[config.mk]
export PLATFORM = sky130hd
export DESIGN_NAME = dram_host
export DESIGN_NICKNAME = d
export VERILOG_FILES = /design/src/dram_host_pkg.sv /design/src/refresh_timer.sv /design/src/dram_host.sv
export SDC_FILE = /design/constraint.sdc
export NUM_CORES = 1
export LEC_CHECK = 0
export BUFFER_PORTS_ARGS = -buffer_cell sky130_fd_sc_hd__buf_4
export CAP_MARGIN = 0
export CORE_ASPECT_RATIO = 0.9
export CORE_MARGIN = 5
export CORE_UTILIZATION = 55
export CTS_CLUSTER_SIZE = 30
export DETAILED_ROUTE_END_ITERATION = 12
export PLACE_DENSITY = 0.85
export SLEW_MARGIN = 20
export SYNTH_ARGS = -nofsm -noshare
export SYNTH_HDL_FRONTEND = slang
export SYNTH_HIERARCHICAL = 1
export SYNTH_SLANG_ARGS = --single-unit
[constraint.sdc]
create_clock -name mclk -period 5.2 [get_ports mclk]
set_input_delay 0.26 -clock mclk [delete_from_list [all_inputs] [get_ports mclk]]
set_output_delay 0.26 -clock mclk [all_outputs]
set_load 0.05 [all_outputs]
[src/dram_host_pkg.sv]
// Purpose: Shared constants and types for the page-mode memory module controller
// Assumes: 40 MHz mclk, module pins sampled synchronously
// Notes:   Times are kept in their own units; cycle counts derive from them
package dram_host_pkg;
    localparam int unsigned CLK_MHZ         = 40;
    localparam int unsigned CLK_PERIOD_NS   = 25;
    localparam int unsigned ADDR_W          = 20;
    localparam int unsigned HALF_W          = 10;
    localparam int unsigned DATA_W          = 8;
    localparam int unsigned ROWS            = 1024;
    localparam int unsigned WAKE_CYCLES     = 8;
    // Power-up pause and refresh spacing
    localparam int unsigned PWRUP_US        = 100;
    localparam int unsigned PWRUP_CYC       = PWRUP_US * CLK_MHZ;
    localparam int unsigned REF_MS          = 16;
    localparam int unsigned REF_LP_MS       = 128;
    localparam int unsigned REF_INT_NS      = REF_MS * 1000000 / ROWS;
    localparam int unsigned REF_INT_CYC     = REF_INT_NS / CLK_PERIOD_NS;
    localparam int unsigned REF_LP_US       = 125;
    localparam int unsigned REF_LP_CYC      = REF_LP_US * CLK_MHZ;
    // Pin timing floors, one figure each
    localparam int unsigned T_RP_NS         = 60;
    localparam int unsigned T_RAS_NS        = 80;
    localparam int unsigned T_CAS_NS        = 20;
    localparam int unsigned T_CP_NS         = 10;
    localparam int unsigned T_RCD_NS        = 20;
    localparam int unsigned T_CSR_NS        = 10;
    localparam int unsigned T_RAC_NS        = 80;
    localparam int unsigned T_RP_CYC        = (T_RP_NS + CLK_PERIOD_NS - 1) / CLK_PERIOD_NS;
    localparam int unsigned T_RAS_CYC       = (T_RAS_NS + CLK_PERIOD_NS - 1) / CLK_PERIOD_NS;
    localparam int unsigned T_CAS_CYC       = (T_CAS_NS + CLK_PERIOD_NS - 1) / CLK_PERIOD_NS;
    localparam int unsigned T_CP_CYC        = (T_CP_NS + CLK_PERIOD_NS - 1) / CLK_PERIOD_NS;
    localparam int unsigned T_RCD_CYC       = (T_RCD_NS + CLK_PERIOD_NS - 1) / CLK_PERIOD_NS;
    localparam int unsigned T_CSR_CYC       = (T_CSR_NS + CLK_PERIOD_NS - 1) / CLK_PERIOD_NS;
    localparam int unsigned T_RAC_CYC       = (T_RAC_NS + CLK_PERIOD_NS - 1) / CLK_PERIOD_NS;
    localparam int unsigned CNT_W           = 16;

    // Request from user side
    typedef struct packed {
        logic              write;
        logic [ADDR_W-1:0] addr;
        logic [DATA_W-1:0] wdata;
    } req_t;

    // Pins toward the module
    typedef struct packed {
        logic              ras_n;
        logic              cas_n;
        logic              we_n;
        logic [HALF_W-1:0] address_lines;
        logic [DATA_W-1:0] data_out;
        logic              data_oe;
    } pins_t;
endpackage : dram_host_pkg

[src/refresh_timer.sv]
// Purpose: Refresh request pacing for the memory controller
// Assumes: Single mclk domain, synchronous active-high reset
// Notes:   Emits a one-cycle tick each refresh interval
`timescale 1ns/100ps
module refresh_timer #(
    parameter int unsigned NORMAL_CYC = dram_host_pkg::REF_INT_CYC,
    parameter int unsigned LOWPWR_CYC = dram_host_pkg::REF_LP_CYC
) (
    input  wire logic mclk,
    input  wire logic rst,
    input  wire logic low_power,
    output logic      tick
);
    logic [dram_host_pkg::CNT_W-1:0] cnt_r;
    logic [dram_host_pkg::CNT_W-1:0] cnt_nxt;
    logic                            tick_nxt;

    // Count down; the reload picks the interval so a mode change takes effect next period
    always_comb begin
        tick_nxt = 1'b0;
        if (cnt_r == '0) begin
            tick_nxt = 1'b1;
            cnt_nxt  = low_power ? dram_host_pkg::CNT_W'(LOWPWR_CYC - 1)
                                 : dram_host_pkg::CNT_W'(NORMAL_CYC - 1);
        end else begin
            cnt_nxt = cnt_r - 1'b1;
        end
    end

    always_ff @(posedge mclk) begin
        if (rst) begin
            cnt_r <= '0;
            tick  <= 1'b0;
        end else begin
            cnt_r <= cnt_nxt;
            tick  <= tick_nxt;
        end
    end
endmodule : refresh_timer

[src/dram_host.sv]
// Purpose: Controller that drives a 1M x 8 page-mode memory module over its strobe pins
// Assumes: Pins sampled on mclk; module data pins resolved by the testbench from data_oe
// Notes:   Refresh is counter-based between accesses; page mode keeps the row open
`timescale 1ns/100ps
module dram_host #(
    parameter int unsigned PWRUP_CYC = dram_host_pkg::PWRUP_CYC
) (
    input  wire logic                              mclk,
    input  wire logic                              rst,
    input  wire logic                              low_power,
    input  wire logic                              req_valid,
    input  wire dram_host_pkg::req_t               req,
    output logic                                   req_ready,
    output logic                                   rd_valid,
    output logic [dram_host_pkg::DATA_W-1:0]       rd_data,
    output logic                                   init_done,
    input  wire logic [dram_host_pkg::DATA_W-1:0]  data_in,
    output dram_host_pkg::pins_t                   pins
);
    typedef enum logic [3:0] {
        S_PWRUP, S_WAKE_LO, S_WAKE_HI, S_IDLE, S_ROW, S_RCD, S_COL, S_CAS_HI,
        S_PRE, S_CBR_CAS, S_CBR_RAS
    } state_t;

    state_t                              state_r, state_nxt;
    logic [dram_host_pkg::CNT_W-1:0]     cnt_r, cnt_nxt;
    logic [3:0]                          wake_r, wake_nxt;
    logic                                ref_pend_r, ref_pend_nxt;
    logic                                tick;
    logic [dram_host_pkg::HALF_W-1:0]    row_r, row_nxt;
    logic                                wr_r, wr_nxt;
    dram_host_pkg::req_t                 cur_r, cur_nxt;
    dram_host_pkg::pins_t                pins_nxt;
    logic                                ready_nxt, rdv_nxt, done_nxt;
    logic [dram_host_pkg::DATA_W-1:0]    rdd_nxt;

    // Same row test used for page hits
    function automatic logic same_row(input logic [dram_host_pkg::ADDR_W-1:0] a,
                                      input logic [dram_host_pkg::HALF_W-1:0] r);
        return a[dram_host_pkg::ADDR_W-1 -: dram_host_pkg::HALF_W] == r;
    endfunction : same_row

    refresh_timer u_timer (
        .mclk      (mclk),
        .rst       (rst),
        .low_power (low_power),
        .tick      (tick)
    );

    // Sequencer: refresh wins over a new access only at a cycle boundary
    always_comb begin
        state_nxt    = state_r;
        cnt_nxt      = (cnt_r != '0) ? cnt_r - 1'b1 : cnt_r;
        wake_nxt     = wake_r;
        ref_pend_nxt = ref_pend_r | tick;
        row_nxt      = row_r;
        wr_nxt       = wr_r;
        cur_nxt      = cur_r;
        pins_nxt     = pins;
        ready_nxt    = 1'b0;
        rdv_nxt      = 1'b0;
        rdd_nxt      = rd_data;
        done_nxt     = init_done;
        unique case (state_r)
            S_PWRUP: begin
                if (cnt_r == '0) begin
                    state_nxt = S_WAKE_LO;
                    cnt_nxt   = dram_host_pkg::CNT_W'(dram_host_pkg::T_RAS_CYC);
                    pins_nxt.ras_n = 1'b0;
                end
            end
            S_WAKE_LO: if (cnt_r == '0) begin
                pins_nxt.ras_n = 1'b1;
                wake_nxt  = wake_r + 1'b1;
                cnt_nxt   = dram_host_pkg::CNT_W'(dram_host_pkg::T_RP_CYC);
                state_nxt = S_WAKE_HI;
            end
            S_WAKE_HI: if (cnt_r == '0) begin
                if (wake_r == 4'(dram_host_pkg::WAKE_CYCLES)) begin
                    // Wake rows count as refresh; drop a tick that came during the pause
                    state_nxt    = S_IDLE;
                    done_nxt     = 1'b1;
                    ref_pend_nxt = 1'b0;
                    ready_nxt    = ~tick;
                end else begin
                    pins_nxt.ras_n = 1'b0;
                    cnt_nxt   = dram_host_pkg::CNT_W'(dram_host_pkg::T_RAS_CYC);
                    state_nxt = S_WAKE_LO;
                end
            end
            S_IDLE: begin
                // Ready must not promise a take that a pending refresh would pre-empt
                ready_nxt = ~ref_pend_nxt;
                // Hidden refresh is never used: counter refresh only after an access ends
                if (ref_pend_r) begin
                    ready_nxt      = 1'b0;
                    ref_pend_nxt   = 1'b0;
                    pins_nxt.cas_n = 1'b0;
                    pins_nxt.we_n  = 1'b1;
                    pins_nxt.data_oe = 1'b0;
                    cnt_nxt   = dram_host_pkg::CNT_W'(dram_host_pkg::T_CSR_CYC);
                    state_nxt = S_CBR_CAS;
                end else if (req_valid && req_ready) begin
                    ready_nxt = 1'b0;
                    cur_nxt   = req;
                    row_nxt   = req.addr[dram_host_pkg::ADDR_W-1 -: dram_host_pkg::HALF_W];
                    pins_nxt.address_lines = row_nxt;
                    state_nxt = S_ROW;
                end
            end
            S_ROW: begin
                pins_nxt.ras_n = 1'b0;
                cnt_nxt   = dram_host_pkg::CNT_W'(dram_host_pkg::T_RCD_CYC);
                state_nxt = S_RCD;
            end
            S_RCD: if (cnt_r == '0) begin
                // Write-enable and data settle before the column strobe: early write only
                pins_nxt.address_lines = cur_r.addr[dram_host_pkg::HALF_W-1:0];
                pins_nxt.we_n     = ~cur_r.write;
                pins_nxt.data_out = cur_r.wdata;
                pins_nxt.data_oe  = cur_r.write;
                wr_nxt    = cur_r.write;
                state_nxt = S_COL;
            end
            S_COL: begin
                pins_nxt.cas_n = 1'b0;
                cnt_nxt   = dram_host_pkg::CNT_W'(dram_host_pkg::T_RAC_CYC);
                state_nxt = S_CAS_HI;
            end
            S_CAS_HI: if (cnt_r == '0) begin
                if (!wr_r) begin
                    rdv_nxt = 1'b1;
                    rdd_nxt = data_in;
                end
                pins_nxt.cas_n   = 1'b1;
                pins_nxt.data_oe = 1'b0;
                // Page hit continues with another column; otherwise close the row
                if (req_valid && !ref_pend_r && same_row(req.addr, row_r)) begin
                    cur_nxt   = req;
                    ready_nxt = 1'b0;
                    cnt_nxt   = dram_host_pkg::CNT_W'(dram_host_pkg::T_CP_CYC);
                    state_nxt = S_RCD;
                end else begin
                    pins_nxt.ras_n = 1'b1;
                    cnt_nxt   = dram_host_pkg::CNT_W'(dram_host_pkg::T_RP_CYC);
                    state_nxt = S_PRE;
                end
            end
            S_PRE: if (cnt_r == '0) begin
                pins_nxt.we_n = 1'b1;
                ready_nxt = ~ref_pend_nxt;
                state_nxt = S_IDLE;
            end
            S_CBR_CAS: if (cnt_r == '0) begin
                pins_nxt.ras_n = 1'b0;
                cnt_nxt   = dram_host_pkg::CNT_W'(dram_host_pkg::T_RAS_CYC);
                state_nxt = S_CBR_RAS;
            end
            S_CBR_RAS: if (cnt_r == '0) begin
                pins_nxt.ras_n = 1'b1;
                pins_nxt.cas_n = 1'b1;
                cnt_nxt   = dram_host_pkg::CNT_W'(dram_host_pkg::T_RP_CYC);
                state_nxt = S_PRE;
            end
            default: state_nxt = S_PWRUP;
        endcase
    end

    // State registers; pins idle with both strobes high and data released
    always_ff @(posedge mclk) begin
        if (rst) begin
            state_r    <= S_PWRUP;
            cnt_r      <= dram_host_pkg::CNT_W'(PWRUP_CYC);
            wake_r     <= 4'h0;
            ref_pend_r <= 1'b0;
            row_r      <= '0;
            wr_r       <= 1'b0;
            cur_r      <= '0;
            pins       <= '{ras_n: 1'b1, cas_n: 1'b1, we_n: 1'b1, address_lines: '0,
                            data_out: '0, data_oe: 1'b0};
            req_ready  <= 1'b0;
            rd_valid   <= 1'b0;
            rd_data    <= '0;
            init_done  <= 1'b0;
        end else begin
            state_r    <= state_nxt;
            cnt_r      <= cnt_nxt;
            wake_r     <= wake_nxt;
            ref_pend_r <= ref_pend_nxt;
            row_r      <= row_nxt;
            wr_r       <= wr_nxt;
            cur_r      <= cur_nxt;
            pins       <= pins_nxt;
            req_ready  <= ready_nxt;
            rd_valid   <= rdv_nxt;
            rd_data    <= rdd_nxt;
            init_done  <= done_nxt;
        end
    end

    // Checks on pin behaviour
    property p_end_both_high;
        @(posedge mclk) disable iff (rst)
        (state_r == S_IDLE) |-> (pins.ras_n && pins.cas_n);
    endproperty
    a_end_both_high: assert property (p_end_both_high) else $error("strobes not high in idle");
    property p_write_early;
        @(posedge mclk) disable iff (rst)
        $fell(pins.cas_n) && !pins.ras_n && wr_r |-> !pins.we_n && pins.data_oe;
    endproperty
    a_write_early: assert property (p_write_early) else $error("write not early");
    property p_read_we;
        @(posedge mclk) disable iff (rst)
        $fell(pins.cas_n) && !pins.ras_n && !wr_r |-> pins.we_n && !pins.data_oe;
    endproperty
    a_read_we: assert property (p_read_we) else $error("read with write-enable low");
    property p_cbr_order;
        @(posedge mclk) disable iff (rst)
        $fell(pins.ras_n) && !pins.cas_n |-> pins.we_n && !pins.data_oe;
    endproperty
    a_cbr_order: assert property (p_cbr_order) else $error("bad counter refresh");
    property p_cas_after_ras;
        @(posedge mclk) disable iff (rst)
        $fell(pins.cas_n) && (state_r == S_CAS_HI) |-> !pins.ras_n;
    endproperty
    a_cas_after_ras: assert property (p_cas_after_ras) else $error("column before row");
    property p_read_hold;
        @(posedge mclk) disable iff (rst)
        !wr_r && !pins.cas_n |=> pins.we_n;
    endproperty
    a_read_hold: assert property (p_read_hold) else $error("read hold violated");
    property p_no_access_early;
        @(posedge mclk) disable iff (rst)
        !init_done |-> pins.cas_n && !req_ready;
    endproperty
    a_no_access_early: assert property (p_no_access_early) else $error("access before wake-up");
    property p_ref_idle;
        @(posedge mclk) disable iff (rst)
        (state_r == S_IDLE) && ref_pend_r |=> !pins.cas_n ##[1:2] !pins.ras_n;
    endproperty
    a_ref_idle: assert property (p_ref_idle) else $error("refresh not started");
    c_read:  cover property (@(posedge mclk) disable iff (rst) rd_valid);
    c_write: cover property (@(posedge mclk) disable iff (rst) $fell(pins.cas_n) && wr_r);
    c_cbr:   cover property (@(posedge mclk) disable iff (rst) state_r == S_CBR_RAS);
    c_page:  cover property (@(posedge mclk) disable iff (rst) state_r == S_CAS_HI ##1 state_r == S_RCD);
endmodule : dram_host

# After elaboration in Yosys (flattened, before gate mapping)
# Cells that the tools add are included.
[word_totals]
reg_bits = 105
input_bits = 41
out_inout_bits = 33
wordCells = 147
[classes]
addsub = 3
n_eq_ne = 28
mux = 58
bitwise_logic = 8
n_reduce_logical = 29
[op_table]
columns = ["cell", "count"]
rows = [
  ["two-way mux 16 bit", 8],
  ["two-way mux 29 bit", 4],
  ["one-hot mux 16 bit (7 select lines)", 1],
  ["one-hot mux 29 bit (2 select lines)", 1],
  ["two-way mux 4 bit", 11],
  ["one-hot mux 4 bit (11 select lines)", 1],
  ["logical NOT 16 bit", 2],
  ["subtractor 16 x 1 -> 16 bit (second input constant)", 2],
  ["!= test 2 bit (second input constant)", 14],
  ["two-way mux 10 bit", 2],
  ["two-way mux 20 bit", 1],
  ["one-hot mux 10 bit (2 select lines)", 1],
  ["equality test 4 x 3 -> 1 bit (second input constant)", 4],
  ["equality test 4 bit (second input constant)", 4],
  ["two-way mux 1 bit", 16],
  ["AND reduction 4 bit", 4],
  ["nonzero test 16 bit", 1],
  ["two-way mux 13 bit", 1],
  ["equality test 10 bit", 1],
  ["two-way mux 2 bit", 5],
  ["one-hot mux 1 bit (3 select lines)", 3],
  ["AND reduction 3 bit", 3],
  ["AND reduction 9 bit", 1],
  ["equality test 4 x 2 -> 1 bit (second input constant)", 2],
  ["21 further kinds", 33],
]

# Longest topological paths before layout
[depth]
ltp_word = 6
depth_mapped = 10

# Modules after synthesis
# Netlist, hierarchy kept.
[by_module_without_submodules]
columns = ["mod", "n_inst", "cells_per_inst", "area_each_um2", "seq_area_each_um2"]
rows = [
  ["dram_host", 1, 533, 4568.1, 1761.7],
  ["refresh_timer", 1, 88, 773.2, 340.3],
]

# Worst setup path after synthesis
# No wires, ideal clock.
[synth_timing]
path_type = "register to register"
start = "register cnt_r[11] (netlist name)"
end = "register cnt_r[0] (netlist name)"
t_arrival_ns = 2.053
setup_slack_ns = 3.016
stages_incl_launch_ff = 9
n_path_buf = 0
synth_period_minus_slack_ns = 2.184
path_cell_list = "dfxtp_1 > or4_1 > nor3_1 > nand2_1 > ha_1 > a21o_1 > a21oi_1 > a211oi_1 > a31oi_1"

==> impl_metrics.ini <==
[timing]
max_freq_mhz = 323
tns_ns = 0
fin_crit_sh = 0.596
clock_skew_ns = 0.0133
slew_headroom = 0.238
min_period_ns = 3.10
setup_viol = 0
tightestPinTransition_ns = 1.13
drv_slew = 0
hold_viol = 0
rsz0062_at_grt = false

[yosys]
ys.flop_type = dfxtp_1
synth-compound-area-share = 0.156
syn-num-nets = 669
yosys.area_share.simple = 0.262
synth_area_mm2 = 0.00534
synth_fa_ha_area_frac = 0.0164
synth_seq_area_share = 0.394
synth_edf_count = 0
synth-xor-area-share = 0.0590
synth_cell_types = 65
syn_inst = 621
synth_warnings = 6
muxShareOfSynthArea = 0.0752
avgSynthCellArea_um2 = 8.60
synth-seq-cells = 105
synth_top_family_by_area = simple AND/OR/NAND/NOR gates
ys_async_sr_fraction = 0

[placement]
gp_congestion = 0.935
port-buffer-count = 73
dp_hpwl_um = 9100

[global_route]
grt_pass1_vias = 4529
grt_pass1_wl_um = 21200
grt_max_degree = 114
grt_usage = 0.219
antenna_found_initial = 0
grt_overflow = 0

[clock_network]
cts.path.max_buffers = 2
clk_latency_ns = 0.37
cts_hold_buf = 0
htreeDepth = 3
cts_num_sinks = 105
path_clk_slew_ns = 0.10
cts_root_buf = clkbuf_8
cts_resized = 0
cts_made_buffers = 9
cts_tree = done
post_cts_buffers = 0

[setup_path]
crit_chain = inv_1, ha_1, nor4bb_1, nand4_1, o21ai_0, and2_1, a311oi_1
cp.buffers_inverters = 1
critPathLaunch = cnt_r[0]
r2r_cells = 7
cp.required_ns = 5.42
crit_cells = 7
r2r-end = pins[12]
worstSetupEndpoint = pins[12]
critPathMaxStageDelay_ns = 0.96
critPathLaunchType = flop
r2r_start = cnt_r[0]
endpoint_kind = flop
path_max_fanout = 11
arrival_ns = 3.31
rrSetupSlack_ns = 2.10
critical_path_class = reg -> reg
critPathSlowestCell = o21ai_0
cp_top_family = simple AND/OR/NAND/NOR gates

[floorplan]
coreArea_mm2 = 0.00957
die_w_um = 114
die_y_um = 103
initial_core_util = 0.558
ios = 74
fp.dieArea_mm2 = 0.0118
num_rows = 34

[route]
antenna_left = 0
dr.first_iter.drc_count = 436
vias = 4795
via_per_inst = 6.00
avgRoutedWirePerCell_um = 16.3
wirelength_um = 13000
drt-pass1-iter-count = 5
drc = 0

[outcome]
status = completed

[job]
drv_cap = 0

[power_and_ir_drop]
p_total_w = 0.00196
p_per_area_mw_per_mm2 = 320
irDropWorstVdd_v = 0.000193
leakage_nw = 2.27

[finish]
n_fill_cell = 790
syn_to_final_growth_pct = 14.7
drive_gt1_frac = 0.159
final_nets = 716
diodes = 0

[min_path]
hold_path.class = in -> reg
==> logic make-up (layout without fill, tap and decap cells) <==
logic type,Yosys count,in the layout
simple gates,257,257
fa+ha+maj,7,7
flops,105,105
mux,40,40
buf+inv,49,101
xor+xnor,36,36
compound gates,127,127
==> worst reg2reg max path, stage by stage (launching register included) <==
cell	delay, ns
dfxtp_1	0.35
inv_1	0.09
ha_1	0.27
nor4bb_1	0.38
nand4_1	0.27
o21ai_0	0.96
and2_1	0.46
a311oi_1	0.15
==> cells in the mapped netlist, drive strengths merged (3+ instances only) <==
cell / instances / area, um2
a211oi: 8 / 60.1
a21o: 5 / 37.5
a21oi: 47 / 235
a311oi: 10 / 87.6
a31oi: 4 / 25.0
buf: 8 / 46.3
clkbuf: 31 / 116
dfxtp: 105 / 2100
ha: 7 / 87.6
inv: 10 / 37.5
mux2i: 39 / 390
nand2: 48 / 196
nand2b: 47 / 294
nand3: 24 / 120
nand3b: 3 / 22.5
nand4: 13 / 81.3
nor2: 48 / 183
nor2b: 9 / 56.3
nor3: 25 / 130
nor3b: 3 / 22.5
nor4: 11 / 96.3
o21ai: 12 / 60.1
o21bai: 9 / 67.6
o22ai: 3 / 18.8
o2bb2ai: 3 / 26.3
o31ai: 8 / 60.1
or2: 6 / 40.0
or4: 8 / 65.1
xnor2: 24 / 210
xor2: 12 / 105
==> power by group <==
part,internal [W],switching [W],leakage (nW),total [W]
Sequential,0.000875,0.0000802,0.850,0.000955
Clock,0.000278,0.000289,0.114,0.000567
Combinational,0.000197,0.000243,1.30,0.000440
==> layer usage <==
layer	GRT usage	vias up	routed length [um]
met2	0.350	200	6090
met4	0.0767	0	291
met3	0.0564	33	1030
met5	0	-	0
li1	-	2317	-
met1	0.289	2245	5600
==> flip-flops by register name, summed over array words and instances, names as in the netlist <==
signal / flops
cnt_r: 16
cur_r: 19
init_done: 1
pins: 22
rd_data: 8
rd_valid: 1
ref_pend_r: 1
req_ready: 1
row_r: 10
state_r: 4
u_timer/cnt_r: 16
u_timer/tick: 1
wake_r: 4
wr_r: 1
==> cell usage in the layout, fill, tap and decap left out, types with 6 or more instances in the layout <==
cell type | synthesis | routed
a211oi_1 | 8 | 8
a21oi_1 | 47 | 47
a311oi_1 | 10 | 10
buf_4 | 0 | 75
clkbuf_8 | 0 | 9
dfxtp_1 | 105 | 105
ha_1 | 7 | 7
inv_1 | 10 | 10
mux2i_1 | 39 | 39
nand2_1 | 47 | 47
nand2b_1 | 47 | 47
nand3_1 | 24 | 24
nand4_1 | 13 | 13
nor2_1 | 47 | 47
nor2b_1 | 9 | 9
nor3_1 | 24 | 24
nor4_1 | 8 | 8
o21ai_0 | 12 | 12
o21bai_1 | 9 | 9
o31ai_1 | 8 | 8
or4_1 | 6 | 6
xnor2_1 | 24 | 24
xor2_1 | 12 | 12
==> worst min-delay path by stage <==
stage	from	endpoint	cells after the start
4_1_cts	data_in[1]	rd_data[1]	3
6_report	data_in[1]	rd_data[1]	3
3_3_place_gp	u_timer/tick	req_ready	1
3_5_place_dp	u_timer/tick	req_ready	1
5_1_grt	data_in[0]	rd_data[0]	3
2_1_floorplan	rst	u_timer/cnt_r[0]	1
==> layout make-up <==
type                    instances  area, um2  share of cell area
clock buffers                  10        128              0.0208
clock inverters                 6       98.8              0.0161
inverters                      10       37.5             0.00613
multi-input cells             467       3040               0.496
flip-flops and latches        105       2100               0.343
well taps                     126        158              0.0257
repair buffers                 75        563              0.0919
==> per-stage QoR <==
step	area (um2)	utilization	hold WS, ns	instances	worst slack, ns
6_report	6130	0.640	0.112	799	2.10
5_1_grt	6130	0.640	0.108	799	1.93
3_3_place_gp	5900	0.616	0.420	783	2.48
4_1_cts	6130	0.640	0.0999	799	2.21
3_5_place_dp	5900	0.616	0.421	783	2.21
2_1_floorplan	5340	-	0.329	621	3.02
No activity file was read; power rests on OpenSTA's default activity.
